File: src/rtl/sac_pkg.sv
// Package with command codes, field layouts and event codes for the link command block
package sac_pkg;
    localparam logic [9:0] OCF_ADD_SYNC = 10'h007;
    localparam logic [9:0] OCF_ACCEPT = 10'h009;
    localparam logic [11:0] HANDLE_MAX = 12'hEFF;
    localparam logic [15:0] PKT_HV1 = 16'h0020;
    localparam logic [15:0] PKT_HV2 = 16'h0040;
    localparam logic [15:0] PKT_HV3 = 16'h0080;
    localparam logic [15:0] PKT_SYNC_MASK = 16'h00E0;
    localparam logic [7:0] ROLE_MASTER = 8'h00;
    localparam logic [7:0] ROLE_SLAVE = 8'h01;
    localparam logic [7:0] ST_SUCCESS = 8'h00;
    localparam logic [7:0] ST_BAD_PARAM = 8'h12;
    localparam logic [7:0] ST_NO_LINK = 8'h02;
    localparam logic [7:0] EVT_CONN_COMPLETE = 8'h03;
    localparam logic [7:0] EVT_CMD_STATUS = 8'h0F;
    localparam int MASK_BIT_CONN_COMPLETE = 2;
    localparam int MASK_BIT_CMD_STATUS = 14;
    typedef enum logic [1:0] {
        SAC_CMD_NONE,
        SAC_CMD_ADD,
        SAC_CMD_ACCEPT
    } sac_cmd_t;
endpackage : sac_pkg

File: src/rtl/sac_check_if.sv
// Interface between the decoder and the parameter checker
`timescale 1ns/10ps
interface sac_check_if;
    logic [15:0] handle;
    logic [15:0] pktMask;
    logic [7:0] role;
    logic isAdd;
    logic aclKnown;
    logic [7:0] status;
    logic [15:0] usableMask;
    logic [1:0] pktSel;
    modport core (output handle, pktMask, role, isAdd, aclKnown,
        input status, usableMask, pktSel);
    modport chk (input handle, pktMask, role, isAdd, aclKnown,
        output status, usableMask, pktSel);
endinterface : sac_check_if

File: src/rtl/sac_param_check.sv
// Parameter checker and packet type chooser
`timescale 1ns/10ps
module sac_param_check (
    sac_check_if.chk chk,
    input wire logic [15:0] supportedMask
);
    wire logic handleOk;
    wire logic maskOk;
    wire logic roleOk;
    wire logic [15:0] okMask;
    assign handleOk = (chk.handle[15:12] == 4'h0) && (chk.handle[11:0] <= sac_pkg::HANDLE_MAX);
    assign okMask = chk.pktMask & sac_pkg::PKT_SYNC_MASK & supportedMask;
    assign maskOk = (okMask != 16'h0000);
    assign roleOk = (chk.role == sac_pkg::ROLE_MASTER) || (chk.role == sac_pkg::ROLE_SLAVE);
    assign chk.usableMask = okMask;
    // Highest-quality enabled type preferred; any enabled one is legal
    assign chk.pktSel = okMask[7] ? 2'h3 : (okMask[6] ? 2'h2 : (okMask[5] ? 2'h1 : 2'h0));
    assign chk.status = chk.isAdd ?
        ((!handleOk || !maskOk) ? sac_pkg::ST_BAD_PARAM :
         (!chk.aclKnown ? sac_pkg::ST_NO_LINK : sac_pkg::ST_SUCCESS)) :
        (roleOk ? sac_pkg::ST_SUCCESS : sac_pkg::ST_BAD_PARAM);
endmodule : sac_param_check

File: src/rtl/sac_link_cmds.sv
// Command interpreter for add-synchronous and accept-connection link commands
// Operation
// - Add command code 0x0007 carries handle and two-byte packet type mask.
// - Synchronous link only on an existing ACL link named by handle.
// - Handle uses low 12 bits; 0x0F00 upward reserved.
// - Packet mask bits 0x0020 HV1, 0x0040 HV2, 0x0080 HV3; rest reserved.
// - Link manager sends only packet types enabled in the mask.
// - Link manager picks any enabled packet type.
// - Add command answered with a command status event.
// - Established synchronous link reported by connection complete with handle.
// - Neither command yields command complete; connection complete ends it.
// - Events masked by host event mask are suppressed.
// - Accept command code 0x0009 accepts a pending incoming request.
// - Accept carries six-byte peer address; link set up to it.
// - Role 0x00 switch and become master; 0x01 stay slave.
// - Role ignored when accepted request is synchronous; code still refuses a reserved role there.
// - Accept answered with command status when setup begins.
// - Accepted link reported by connection complete with handle.
`timescale 1ns/10ps
module sac_link_cmds (
    input wire logic core_clk,
    input wire logic rstn,
    input wire logic cmdValid,
    input wire logic [9:0] cmdOcf,
    input wire logic [15:0] cmdHandle,
    input wire logic [15:0] cmdPktMask,
    input wire logic [47:0] cmdAddr,
    input wire logic [7:0] cmdRole,
    output logic cmdReady,
    input wire logic [15:0] eventMask,
    input wire logic [15:0] supportedMask,
    input wire logic aclKnown,
    input wire logic reqPending,
    input wire logic reqIsSync,
    input wire logic [47:0] reqAddr,
    output logic lmStart,
    output logic lmIsAdd,
    output logic [11:0] lmHandle,
    output logic [47:0] lmAddr,
    output logic lmDoSwitch,
    output logic [15:0] lmPktMask,
    output logic [1:0] lmPktSel,
    input wire logic lmDone,
    input wire logic [7:0] lmStatus,
    input wire logic [11:0] lmNewHandle,
    output logic evtValid,
    output logic [7:0] evtCode,
    output logic [7:0] evtStatus,
    output logic [11:0] evtHandle,
    output logic [9:0] evtOcf,
    input wire logic evtReady,
    output logic busy
);
    typedef enum logic [2:0] {IDLE, STATUS, SETUP, COMPLETE} sac_state_t;
    sac_state_t state_q, state_d;
    sac_check_if chkBus();
    logic [15:0] handle_q;
    logic [15:0] pktMask_q;
    logic [7:0] role_q;
    logic [47:0] addr_q;
    logic isAdd_q;
    logic [7:0] status_q;
    logic [7:0] doneStatus_q;
    logic [11:0] doneHandle_q;
    logic [9:0] ocf_q;
    wire logic knownCmd;
    wire logic acceptOk;
    wire logic statusMasked;
    wire logic completeMasked;
    wire logic evtFire;
    wire logic [7:0] chkStatus;
    logic judge_q;
    wire logic statusDone;

    assign chkBus.handle = handle_q;
    assign chkBus.pktMask = pktMask_q;
    assign chkBus.role = role_q;
    assign chkBus.isAdd = isAdd_q;
    assign chkBus.aclKnown = aclKnown;
    // Accept without a matching pending request is refused as bad parameter
    assign acceptOk = reqPending && (reqAddr == addr_q);
    assign chkStatus = (!isAdd_q && !acceptOk) ? sac_pkg::ST_BAD_PARAM : chkBus.status;

    sac_param_check uChk (
        .chk(chkBus),
        .supportedMask(supportedMask)
    );

    assign knownCmd = (cmdOcf == sac_pkg::OCF_ADD_SYNC) || (cmdOcf == sac_pkg::OCF_ACCEPT);
    assign cmdReady = (state_q == IDLE);
    assign busy = (state_q != IDLE);
    assign statusMasked = !eventMask[sac_pkg::MASK_BIT_CMD_STATUS];
    assign completeMasked = !eventMask[sac_pkg::MASK_BIT_CONN_COMPLETE];
    // First status cycle hidden, the verdict is still being judged there
    assign evtValid = ((state_q == STATUS) && !judge_q && !statusMasked) ||
                      ((state_q == COMPLETE) && !completeMasked);
    assign evtFire = evtValid && evtReady;
    // A masked status must not leave on the stale verdict of the last command
    assign statusDone = (state_q == STATUS) && !judge_q && (evtFire || statusMasked);
    // Only status and connection complete codes exist here; no command complete path
    assign evtCode = (state_q == COMPLETE) ? sac_pkg::EVT_CONN_COMPLETE :
                     sac_pkg::EVT_CMD_STATUS;
    assign evtStatus = (state_q == COMPLETE) ? doneStatus_q : status_q;
    assign evtHandle = (state_q == COMPLETE) ? doneHandle_q : 12'h000;
    assign evtOcf = ocf_q;

    always_comb begin
        state_d = state_q;
        case (state_q)
            IDLE: begin
                if (cmdValid && knownCmd) begin
                    state_d = STATUS;
                end
            end
            STATUS: begin
                if (statusDone) begin
                    state_d = (status_q == sac_pkg::ST_SUCCESS) ? SETUP : IDLE;
                end
            end
            SETUP: begin
                if (lmDone) begin
                    state_d = COMPLETE;
                end
            end
            COMPLETE: begin
                if (evtFire || completeMasked) begin
                    state_d = IDLE;
                end
            end
            default: begin
                state_d = IDLE;
            end
        endcase
    end

    always_ff @(posedge core_clk or negedge rstn) begin
        if (!rstn) begin
            state_q <= IDLE;
        end else begin
            state_q <= state_d;
        end
    end

    // Parameters latched on acceptance so the host may change its bus afterwards
    always_ff @(posedge core_clk or negedge rstn) begin
        if (!rstn) begin
            handle_q <= 16'h0000;
            pktMask_q <= 16'h0000;
            role_q <= 8'h00;
            addr_q <= 48'h000000000000;
            isAdd_q <= 1'b0;
            ocf_q <= 10'h000;
        end else if (state_q == IDLE && cmdValid && knownCmd) begin
            handle_q <= cmdHandle;
            pktMask_q <= cmdPktMask;
            role_q <= cmdRole;
            addr_q <= cmdAddr;
            isAdd_q <= (cmdOcf == sac_pkg::OCF_ADD_SYNC);
            ocf_q <= cmdOcf;
        end
    end

    // Status is judged one cycle after capture, from the latched fields
    always_ff @(posedge core_clk or negedge rstn) begin
        if (!rstn) begin
            judge_q <= 1'b0;
        end else begin
            judge_q <= (state_q == IDLE) && cmdValid && knownCmd;
        end
    end

    always_ff @(posedge core_clk or negedge rstn) begin
        if (!rstn) begin
            status_q <= sac_pkg::ST_SUCCESS;
        end else if (judge_q) begin
            status_q <= chkStatus;
        end
    end

    // Link manager start pulse as status leaves with success
    wire logic startNow;
    assign startNow = statusDone && (status_q == sac_pkg::ST_SUCCESS);
    always_ff @(posedge core_clk or negedge rstn) begin
        if (!rstn) begin
            lmStart <= 1'b0;
            lmIsAdd <= 1'b0;
            lmHandle <= 12'h000;
            lmAddr <= 48'h000000000000;
            lmDoSwitch <= 1'b0;
            lmPktMask <= 16'h0000;
            lmPktSel <= 2'h0;
        end else begin
            lmStart <= startNow;
            if (startNow) begin
                lmIsAdd <= isAdd_q;
                lmHandle <= handle_q[11:0];
                lmAddr <= addr_q;
                // Role has no meaning for a synchronous accept
                lmDoSwitch <= !isAdd_q && !reqIsSync &&
                              (role_q == sac_pkg::ROLE_MASTER);
                lmPktMask <= chkBus.usableMask;
                lmPktSel <= chkBus.pktSel;
            end
        end
    end

    always_ff @(posedge core_clk or negedge rstn) begin
        if (!rstn) begin
            doneStatus_q <= sac_pkg::ST_SUCCESS;
            doneHandle_q <= 12'h000;
        end else if (state_q == SETUP && lmDone) begin
            doneStatus_q <= lmStatus;
            // Handle only meaningful on success
            doneHandle_q <= (lmStatus == sac_pkg::ST_SUCCESS) ? lmNewHandle : 12'h000;
        end
    end
endmodule : sac_link_cmds

File: config.mk
export PLATFORM = sky130hd
export DESIGN_NAME = sac_link_cmds
export DESIGN_NICKNAME = d
export VERILOG_FILES = /design/src/rtl/sac_pkg.sv /design/src/rtl/sac_check_if.sv /design/src/rtl/sac_param_check.sv /design/src/rtl/sac_link_cmds.sv
export SDC_FILE = /design/constraint.sdc
export NUM_CORES = 1
export LEC_CHECK = 0
export BUFFER_PORTS_ARGS = -buffer_cell sky130_fd_sc_hd__buf_4
export CAP_MARGIN = 20
export CELL_PAD_IN_SITES_DETAIL_PLACEMENT = 1
export CELL_PAD_IN_SITES_GLOBAL_PLACEMENT = 1
export CORE_MARGIN = 1.5
export CORE_UTILIZATION = 35
export DETAILED_ROUTE_END_ITERATION = 6
export PLACE_DENSITY_LB_ADDON = 0.1
export SLEW_MARGIN = 20
export SYNTH_ARGS = -nofsm -noshare
export SYNTH_HDL_FRONTEND = slang
export SYNTH_SLANG_ARGS = --single-unit
File: constraint.sdc
create_clock -name core_clk -period 2.1 [get_ports core_clk]
set_clock_uncertainty 0.15 [all_clocks]
set_input_delay 0.21 -clock core_clk [delete_from_list [all_inputs] [get_ports core_clk]]
set_output_delay 0.21 -clock core_clk [all_outputs]
set_load 0.005 [all_outputs]
# Word-level counts from Yosys, hierarchy flattened
# Cells that the tools add are included.
dict set report word_totals {
  output_inout_bits 122
  in_bits 206
  elab_cells 86
  reg_bits 204
}
dict set report op_classes {
  reduce_logical 37
  muxes 18
  n_lt_le_gt_ge 1
  n_bitwise 1
  eq_ne 11
}
# operator n
set op_table {}
lappend op_table {{equality test 48 bit} 1}
lappend op_table {{2-to-1 mux 8 bit} 4}
lappend op_table {{zero test 8 bit} 3}
lappend op_table {{2-to-1 mux 12 bit} 2}
lappend op_table {{bitwise AND 8 x 16 -> 16 bit} 1}
lappend op_table {{nonzero test 16 bit} 1}
lappend op_table {{logical AND 1 bit} 15}
lappend op_table {{<= comparator 12 bit (second input constant)} 1}
lappend op_table {{2-to-1 mux 3 bit} 4}
lappend op_table {{one-hot mux 3 bit (4 select lines)} 1}
lappend op_table {{equality test 10 x 3 -> 1 bit (second input constant)} 1}
lappend op_table {{equality test 10 x 4 -> 1 bit (second input constant)} 1}
lappend op_table {{equality test 8 x 1 -> 1 bit (second input constant)} 1}
lappend op_table {{zero test 1 bit} 8}
lappend op_table {{2-to-1 mux 2 bit} 4}
lappend op_table {{equality test 3 x 2 -> 1 bit (second input constant)} 2}
lappend op_table {{logical OR 1 bit} 6}
lappend op_table {{2-to-1 mux 5 bit} 1}
lappend op_table {{zero test 4 bit} 1}
lappend op_table {{2-to-1 mux 4 bit} 1}
lappend op_table {{!= test 2 x 1 -> 1 bit (second input constant)} 2}
lappend op_table {{!= test 2 bit (second input constant)} 2}
lappend op_table {{AND reduction 4 bit} 1}
lappend op_table {{equality test 3 x 1 -> 1 bit (second input constant)} 1}
lappend op_table {{3 further kinds} 3}

# Longest topological paths before layout
# Gate-level depths: netlist of the first run.
dict set report logic_depth {
  depth_word 9
  mapped_depth 8
}

# Cells and area by module
# Synthesis of the first run repeated with hierarchy kept, for this count alone.
dict set report hier_totals {
  cells_unflattened 629
  hier_area_um2 9381.5
}
# mod seq_area_each_um2 n_inst cells_per_inst area_each_um2
set by_module_without_submodules {}
lappend by_module_without_submodules {sac_link_cmds 5280.1 1 592 9131.3}
lappend by_module_without_submodules {sac_param_check 0.0 1 37 250.2}

# Worst setup path after synthesis of the first run
# No wires, ideal clock.
dict set report synth_timing {
  kind {register to register}
  from {register addr_q[10]}
  to {register status_q[1]}
  path_stages_with_launch 7
  arrival_time_ns 1.496
  required_time_ns 1.829
  path_buffers 0
  slack_ns 0.333
  setup_time_ns 0.121
  period_less_slack_ns 1.767
  path_cell_list {dfrtp_1 -> xor2_1 -> nor4_1 -> nand4_1 -> nor4_2 -> a32oi_1 -> o22a_1}
}
dict set report synth_between {
  elab_chain_len 5
}
# item line_no
set synth_rtl {}
lappend synth_rtl {{start, declared} sac_link_cmds.sv:60} ;# logic [47:0] addr_q;
lappend synth_rtl {{start signal, assigned} sac_link_cmds.sv:157} ;# addr_q <= cmdAddr;
lappend synth_rtl {{equality test 48 bit} sac_link_cmds.sv:81} ;# assign acceptOk = reqPending && (reqAddr == addr_q);
lappend synth_rtl {{logical AND 1 bit} sac_link_cmds.sv:81}
lappend synth_rtl {{zero test 1 bit} sac_link_cmds.sv:82} ;# assign chkStatus = (!isAdd_q && !acceptOk) ? sac_pkg::ST_BAD_PARAM : chkBus.status;
lappend synth_rtl {{logical AND 1 bit} sac_link_cmds.sv:82}
lappend synth_rtl {{2-to-1 mux 8 bit} sac_link_cmds.sv:82}
lappend synth_rtl {{end signal, assigned} sac_link_cmds.sv:174} ;# status_q <= sac_pkg::ST_SUCCESS;
lappend synth_rtl {{end signal, assigned} sac_link_cmds.sv:176} ;# status_q <= chkStatus;
lappend synth_rtl {{end, declared} sac_link_cmds.sv:62} ;# logic [7:0] status_q;
# No other way between the ends.
# A chain may end at the register's enable or synchronous reset.

# Worst setup path after layout of the first run
dict set report layout_timing {
  from {register addr_q[29]}
  to {register status_q[1]}
}
# Same word-level chain as after synthesis.

==> results.yml, run 1 <==
synth:
  synth-seq-area-share_pct: 58.5
  syn-cell-area_sq_mm: 0.00766
  ys_ff_latch: 179
  avgSynthCellArea_sq_um: 9.21
  synth_enable_flop_cells: 0
  synthFlopType: "dfrtp_1"
  yosysUniqueCellTypes: 37
  synthArstFlopShare_pct: 100
  ys.warnings.count: 0
  netlist_instances: 832
finish:
  final_nets: 1418
  n_fill_cell: 2433
  utilization_pct: 55.3
  area_growth_pct: 53.1
  drive_gt1_share_pct: 28.3
sta:
  min_period_ns: 2.15
  holdWs_ns: 0.0616
  setup_violations: 2
  hold_viol: 0
  clock.fmax_ghz: 0.466
  setup_ws_ns: -0.0467
  rsz0062_at_grt: "yes"
  tightest_slew_ns: 0.558
  fin_crit_sh_pct: 102
  max-slew-margin-rel_pct: 62.8
  final_max_slew_viol_count: 0
outcome:
  violations: "negative setup slack"
  status: "complete, but fails checks"
worst_hold_path:
  hold_end: "state_q[1]$_DFFE_PN0P_"
  whs_path_depth: 5
  hp-start: "eventMask[2]"
  hold_class: "input port to flip-flop"
setup_path:
  rr_worst_depth: 7
  crit_type: "flip-flop to flip-flop"
  critPathCaptureType: "flip-flop"
  crit_arrival_ns: 2.32
  cp_common_cell: "nor4_2"
  critical_path.max_stage_delay_ns: 0.39
  rr_startpoint: "addr_q[29]$_DFFE_PN0P_"
  cp_slowest_cell: "dfrtp_1"
  crit_path_cell_trace: "xor2_1 > nor4_2 > buf_4 > nand4_1 > nor4_2 > a32oi_1 > o22a_1"
  path_delay_family: "simple AND/OR/NAND/NOR gates"
  path_max_fanout: 2
  rr_endpoint: "status_q[1]$_DFFE_PN0P_"
  r2r_slack_ns: -0.05
  start_kind: "flip-flop"
  required_ns: 2.27
  path_buf_inv: 1
detailed_routing:
  drt_iter0_drc: 222
  vias_per_cell: 4.63
  routedWlPerCell_microns: 17.4
  drc: 0
  wl_microns: 26100
  dr.pass1.iters: 6
  ant_nets: 0
  via_count: 6950
floorplanning:
  die_area_sq_mm: 0.0228
  row_count: 53
  start_util_pct: 36.1
  core_sq_mm: 0.0212
  fp.dieH_microns: 151
  die-width_microns: 151
  top_level_ports: 328
power_and_ir_drop:
  power_density_mw_per_mm2: 778
  p_int_mw: 6.50
  switching_power_mw: 2.62
  netSwitchingFraction_pct: 28.7
  p_leak_nw: 6.49
  ir_drop_uv: 603
  combPwrFrac_pct: 21.8
  power.total_mw: 9.12
  p_seq_share_pct: 41.5
  clkPwrFrac_pct: 36.7
grt:
  antenna_found_initial: 1
  grt_pass1_vias: 7385
  grt_max_degree: 87
  grt_pass1_wl_microns: 40200
  track_usage_pct: 23.4
  grt_overflow: 0
cts:
  cts.sinks: 179
  htreeDepth: 4
  cts_buffers: 17
  tritoncts: "yes"
  clk_path_buf_depth: 2
  clk_pin_slew_worst_paths_ns: 0.07
  clock_latency_ns: 0.43
  root_buffer: "clkbuf_16"
place:
  dp_hpwl_microns: 17800
  post-place-ws_ns: -0.215
  place_congestion: 0.777
  port_buffers: 268
flow_run:
  drv_cap: 0
cells in the mapped netlist, types with 3 or more instances:
library cell	n	area, sq um
a22o_1	12	105
and2_1	6	37.5
and3_1	20	125
buf_2	22	110
buf_4	21	158
buf_6	3	33.8
clkbuf_1	11	41.3
dfrtp_1	179	4480
mux2_2	10	113
nand2_1	435	1630
nand3_1	4	20.0
nand4_1	11	68.8
nor2_1	4	15.0
nor2b_1	3	18.8
nor4_1	10	62.6
o21ai_0	7	35.0
xnor2_1	28	245
xor2_1	20	175
metal layers:
layer  wire length, microns  GRT usage, %  vias to the layer above
li1                       -             -                     3351
met1                  11000          29.2                     3378
met2                  13100          40.1                      190
met3                   1480          5.81                       31
met4                    471          6.55                        0
met5                      0             0                        -
flip-flops by register name, summed over array words and instances (netlist names), 2 cells and up:
register / cells
chkBus.role: 8
doneStatus_q: 8
evtOcf: 10
lmAddr: 48
chkBus.handle: 16
doneHandle_q: 12
chkBus.pktMask: 3
addr_q: 48
lmHandle: 12
status_q: 2
lmPktMask: 3
lmPktSel: 2
state_q: 2
final cells by class:
type	count	area, sq um	area share (%)
Sequential cell	179	4480	38.2
Clock buffer	18	439	3.74
Tap cell	275	344	2.93
Inverter	3	11.3	0.0960
Antenna cell	1	2.50	0.0213
Multi-Input combinational cell	609	2910	24.8
Clock inverter	13	173	1.47
Timing Repair Buffer	402	3370	28.8
kinds of logic (layout without fill, tap and decap cells):
group | count (synthesis) | in the layout | share of synthesized area (%)
other cells | 2 | 20 | 0.0980
flops | 179 | 179 | 58.5
mux | 10 | 10 | 1.47
compound gates | 29 | 29 | 2.94
simple gates | 503 | 503 | 26.9
xor+xnor | 48 | 48 | 5.49
buf+inv | 61 | 436 | 4.67
per-stage QoR:
stage	cells	setup TNS, ns	cell area [sq um]
after floorplan	849	0	7720
final	1500	-0.0684	11700
after global placement	1359	-0.408	10000
after CTS	1497	-0.0895	11700
after detailed placement	1359	-0.428	10000
after global routing	1500	-0.228	11700
layout by cell type, fill, tap and decap left out, types with 4 or more instances in the layout:
master,n
nand2_1,434
a22o_1,12
and3_1,20
xnor2_1,28
dlygate4sd3_1,105
buf_12,7
mux2_2,10
nor4_1,9
clkbuf_16,17
and2_1,6
dfrtp_1,179
nand3_1,4
buf_4,289
o21ai_0,7
nor2_1,4
xor2_1,20
conb_1,19
nand4_1,11
worst register-to-register path, cell delays in order (launching register included):
cell and delay, ns:
dfrtp_1 0.39, xor2_1 0.15, nor4_2 0.36, buf_4 0.17, nand4_1 0.18, nor4_2 0.32
a32oi_1 0.14, o22a_1 0.19
worst max path at each step:
| stage | end | start | depth (start not counted) |
|---|---|---|---|
| finish | status_q[1]$_DFFE_PN0P_ | addr_q[29]$_DFFE_PN0P_ | 7 |
| global route | status_q[1]$_DFFE_PN0P_ | addr_q[12]$_DFFE_PN0P_ | 7 |
| CTS | status_q[1]$_DFFE_PN0P_ | addr_q[29]$_DFFE_PN0P_ | 7 |
| detailed placement | status_q[4]$_DFFE_PN0P_ | addr_q[8]$_DFFE_PN0P_ | 7 |
| global placement | status_q[1]$_DFFE_PN0P_ | addr_q[8]$_DFFE_PN0P_ | 7 |
| floorplan | status_q[1]$_DFFE_PN0P_ | addr_q[10]$_DFFE_PN0P_ | 6 |
power by group through the flow:
stage          clock network (mW)  registers (mW)  logic (mW)
3_5_place_dp                    0            3.84        1.82
4_1_cts                      3.44            3.78        2.00
2_1_floorplan                   0            3.83       0.809
5_1_grt                      3.55            3.81        2.16
3_3_place_gp                    0            3.83        1.79
6_report                     3.35            3.79        1.98
repair_timing:
| item | 4_1_cts | 5_1_grt |
|---|---|---|
| buffers inserted | 2 | 2 |
| endpoints found under the hold margin | 163 | 0 |
| endpoints found under the setup margin | 2 | 4 |
| hold buffers | 105 | 0 |
| gates resized for setup | 1 | 1 |
| pin swaps | 3 | 4 |
No activity file was read; power rests on OpenSTA's default activity.
==> run 2, diff against run 1 <==
--- a/config.mk
+++ b/config.mk
@@ -9,7 +9,7 @@
 export CAP_MARGIN = 20
 export CELL_PAD_IN_SITES_DETAIL_PLACEMENT = 1
 export CELL_PAD_IN_SITES_GLOBAL_PLACEMENT = 1
-export CORE_MARGIN = 1.5
+export CORE_MARGIN = 4
 export CORE_UTILIZATION = 35
 export DETAILED_ROUTE_END_ITERATION = 6
 export PLACE_DENSITY_LB_ADDON = 0.1
==> results.yml, run 2 (same netlist as run 1, synthesis figures left out) <==
floorplanning:
  start_util_pct: 36.0
  die-width_microns: 156
  core_sq_mm: 0.0213
  die_area_sq_mm: 0.0243
  top_level_ports: 328
  row_count: 53
  fp.dieH_microns: 156
grt:
  track_usage_pct: 21.6
  grt_max_degree: 68
  grt_overflow: 0
  grt_pass1_wl_microns: 41300
  grt_pass1_vias: 7560
  antenna_found_initial: 0
cts:
  htreeDepth: 4
  clock_latency_ns: 0.43
  cts_buffers: 17
  clk_pin_slew_worst_paths_ns: 0.08
  root_buffer: "clkbuf_16"
  tritoncts: "yes"
  clk_path_buf_depth: 2
  cts.sinks: 179
place:
  place_congestion: 0.761
  post-place-ws_ns: -0.265
  dp_hpwl_microns: 17900
  place_area_sq_mm: 0.0100
  port_buffers: 268
flow_run:
  drv_cap: 0
detailed_routing:
  dr.pass1.iters: 7
  routedWlPerCell_microns: 17.4
  drc: 3
  vias_per_cell: 4.65
  via_count: 6981
  drt_iter0_drc: 293
  ant_nets: 0
  wl_microns: 26100
sta:
  min_period_ns: 2.10
  setup_violations: 1
  max-slew-margin-rel_pct: 60.1
  hold_viol: 0
  clock.fmax_ghz: 0.476
  setup_ws_ns: -0.00242
  holdWs_ns: 0.0250
  tightest_slew_ns: 0.598
  final_max_slew_viol_count: 0
  tns_ns: -0.00242
  rsz0062_at_grt: "yes"
  fin_crit_sh_pct: 100
setup_path:
  start_kind: "flip-flop"
  crit_arrival_ns: 2.26
  path_max_fanout: 2
  crit_type: "flip-flop to flip-flop"
  critPathCaptureType: "flip-flop"
  required_ns: 2.26
finish:
  multi_input_comb_area_sq_mm: 0.00292
  area_growth_pct: 53.3
  drive_gt1_share_pct: 28.6
  antenna_cells: 0
  reg.largest.list: "addr_q (48), lmAddr (48), chkBus.handle (16)"
  layout_common_cells: "nand2_1, buf_4, dfrtp_1"
  register_area_sq_mm: 0.00448
  n_fill_cell: 2417
  final_nets: 1419
  layout_commonest_cell: "nand2_1"
  design_area_sq_mm: 0.0117
  utilization_pct: 55.2
worst_hold_path:
  hold_class: "input port to flip-flop"
power_and_ir_drop:
  power_density_mw_per_mm2: 767
  p_leak_nw: 6.49
  ir_drop_uv: 477
outcome:
  violations: "design-rule violations, negative setup slack"
  status: "complete, but fails checks"
-- run 2: cell type report --
class / instances / area share, %
clock buffer: 17 / 3.62
tap: 275 / 2.93
multi-input combinational: 609 / 24.8
clock inverter: 15 / 1.60
timing repair buffer: 403 / 28.8
inverter: 3 / 0.0959
sequential: 179 / 38.1
-- run 2: per-stage QoR --
stage | total power, mW | instances
after global routing | 9.47 | 1501
after floorplan | 4.63 | 849
after global placement | 5.61 | 1361
final | 9.01 | 1501
after CTS | 9.11 | 1500
after detailed placement | 5.63 | 1361
-- run 2: worst paths after layout --
kind	from	cells past startpoint	endpoint	slack (ns)
min	eventMask[14]	5	state_q[0]$_DFFE_PN0P_	0.03
max reg2reg	addr_q[29]$_DFFE_PN0P_	7	status_q[4]$_DFFE_PN0P_	-0.002
max	addr_q[29]$_DFFE_PN0P_	7	status_q[4]$_DFFE_PN0P_	-0.002
max in group asynchronous	rstn	3	lmHandle[8]$_DFFE_PN0P_	0.89
min reg2reg	chkBus.handle[3]$_DFFE_PN0P_	2	lmHandle[3]$_DFFE_PN0P_	0.32
min in group asynchronous	rstn	2	doneHandle_q[5]$_DFFE_PN0P_	0.20
-- run 2: power by group --
part	total (mW)	leakage, nW	internal, mW	switching (mW)
Combinational	1.94	3.72	0.908	1.03
Sequential	3.78	2.47	3.65	0.132
Clock	3.29	0.301	1.72	1.57
-- run 2: repair_timing --
action	CTS	global route
setup endpoints to repair	2	4
hold buffers	105	0
endpoints found under the hold margin	171	0
resized for setup	2	2
buffers inserted	2	1
pin swaps	3	1
-- run 2: critical path: stages (launching register included) --
cell     delay, ns
dfrtp_1       0.40
xor2_1        0.18
nor4_2        0.37
buf_4         0.17
nand4_1       0.13
nor4_2        0.26
a31oi_1       0.14
o22a_1        0.18
-- run 2: layer usage --
| layer | global-route usage, % | up-vias | share of wire, % |
|---|---|---|---|
| met5 | 0 | - | 0 |
| li1 | - | 3354 | - |
| met4 | 6.46 | 0 | 2.2 |
| met3 | 5.60 | 37 | 6.5 |
| met1 | 27.3 | 3385 | 42 |
| met2 | 36.4 | 205 | 50 |
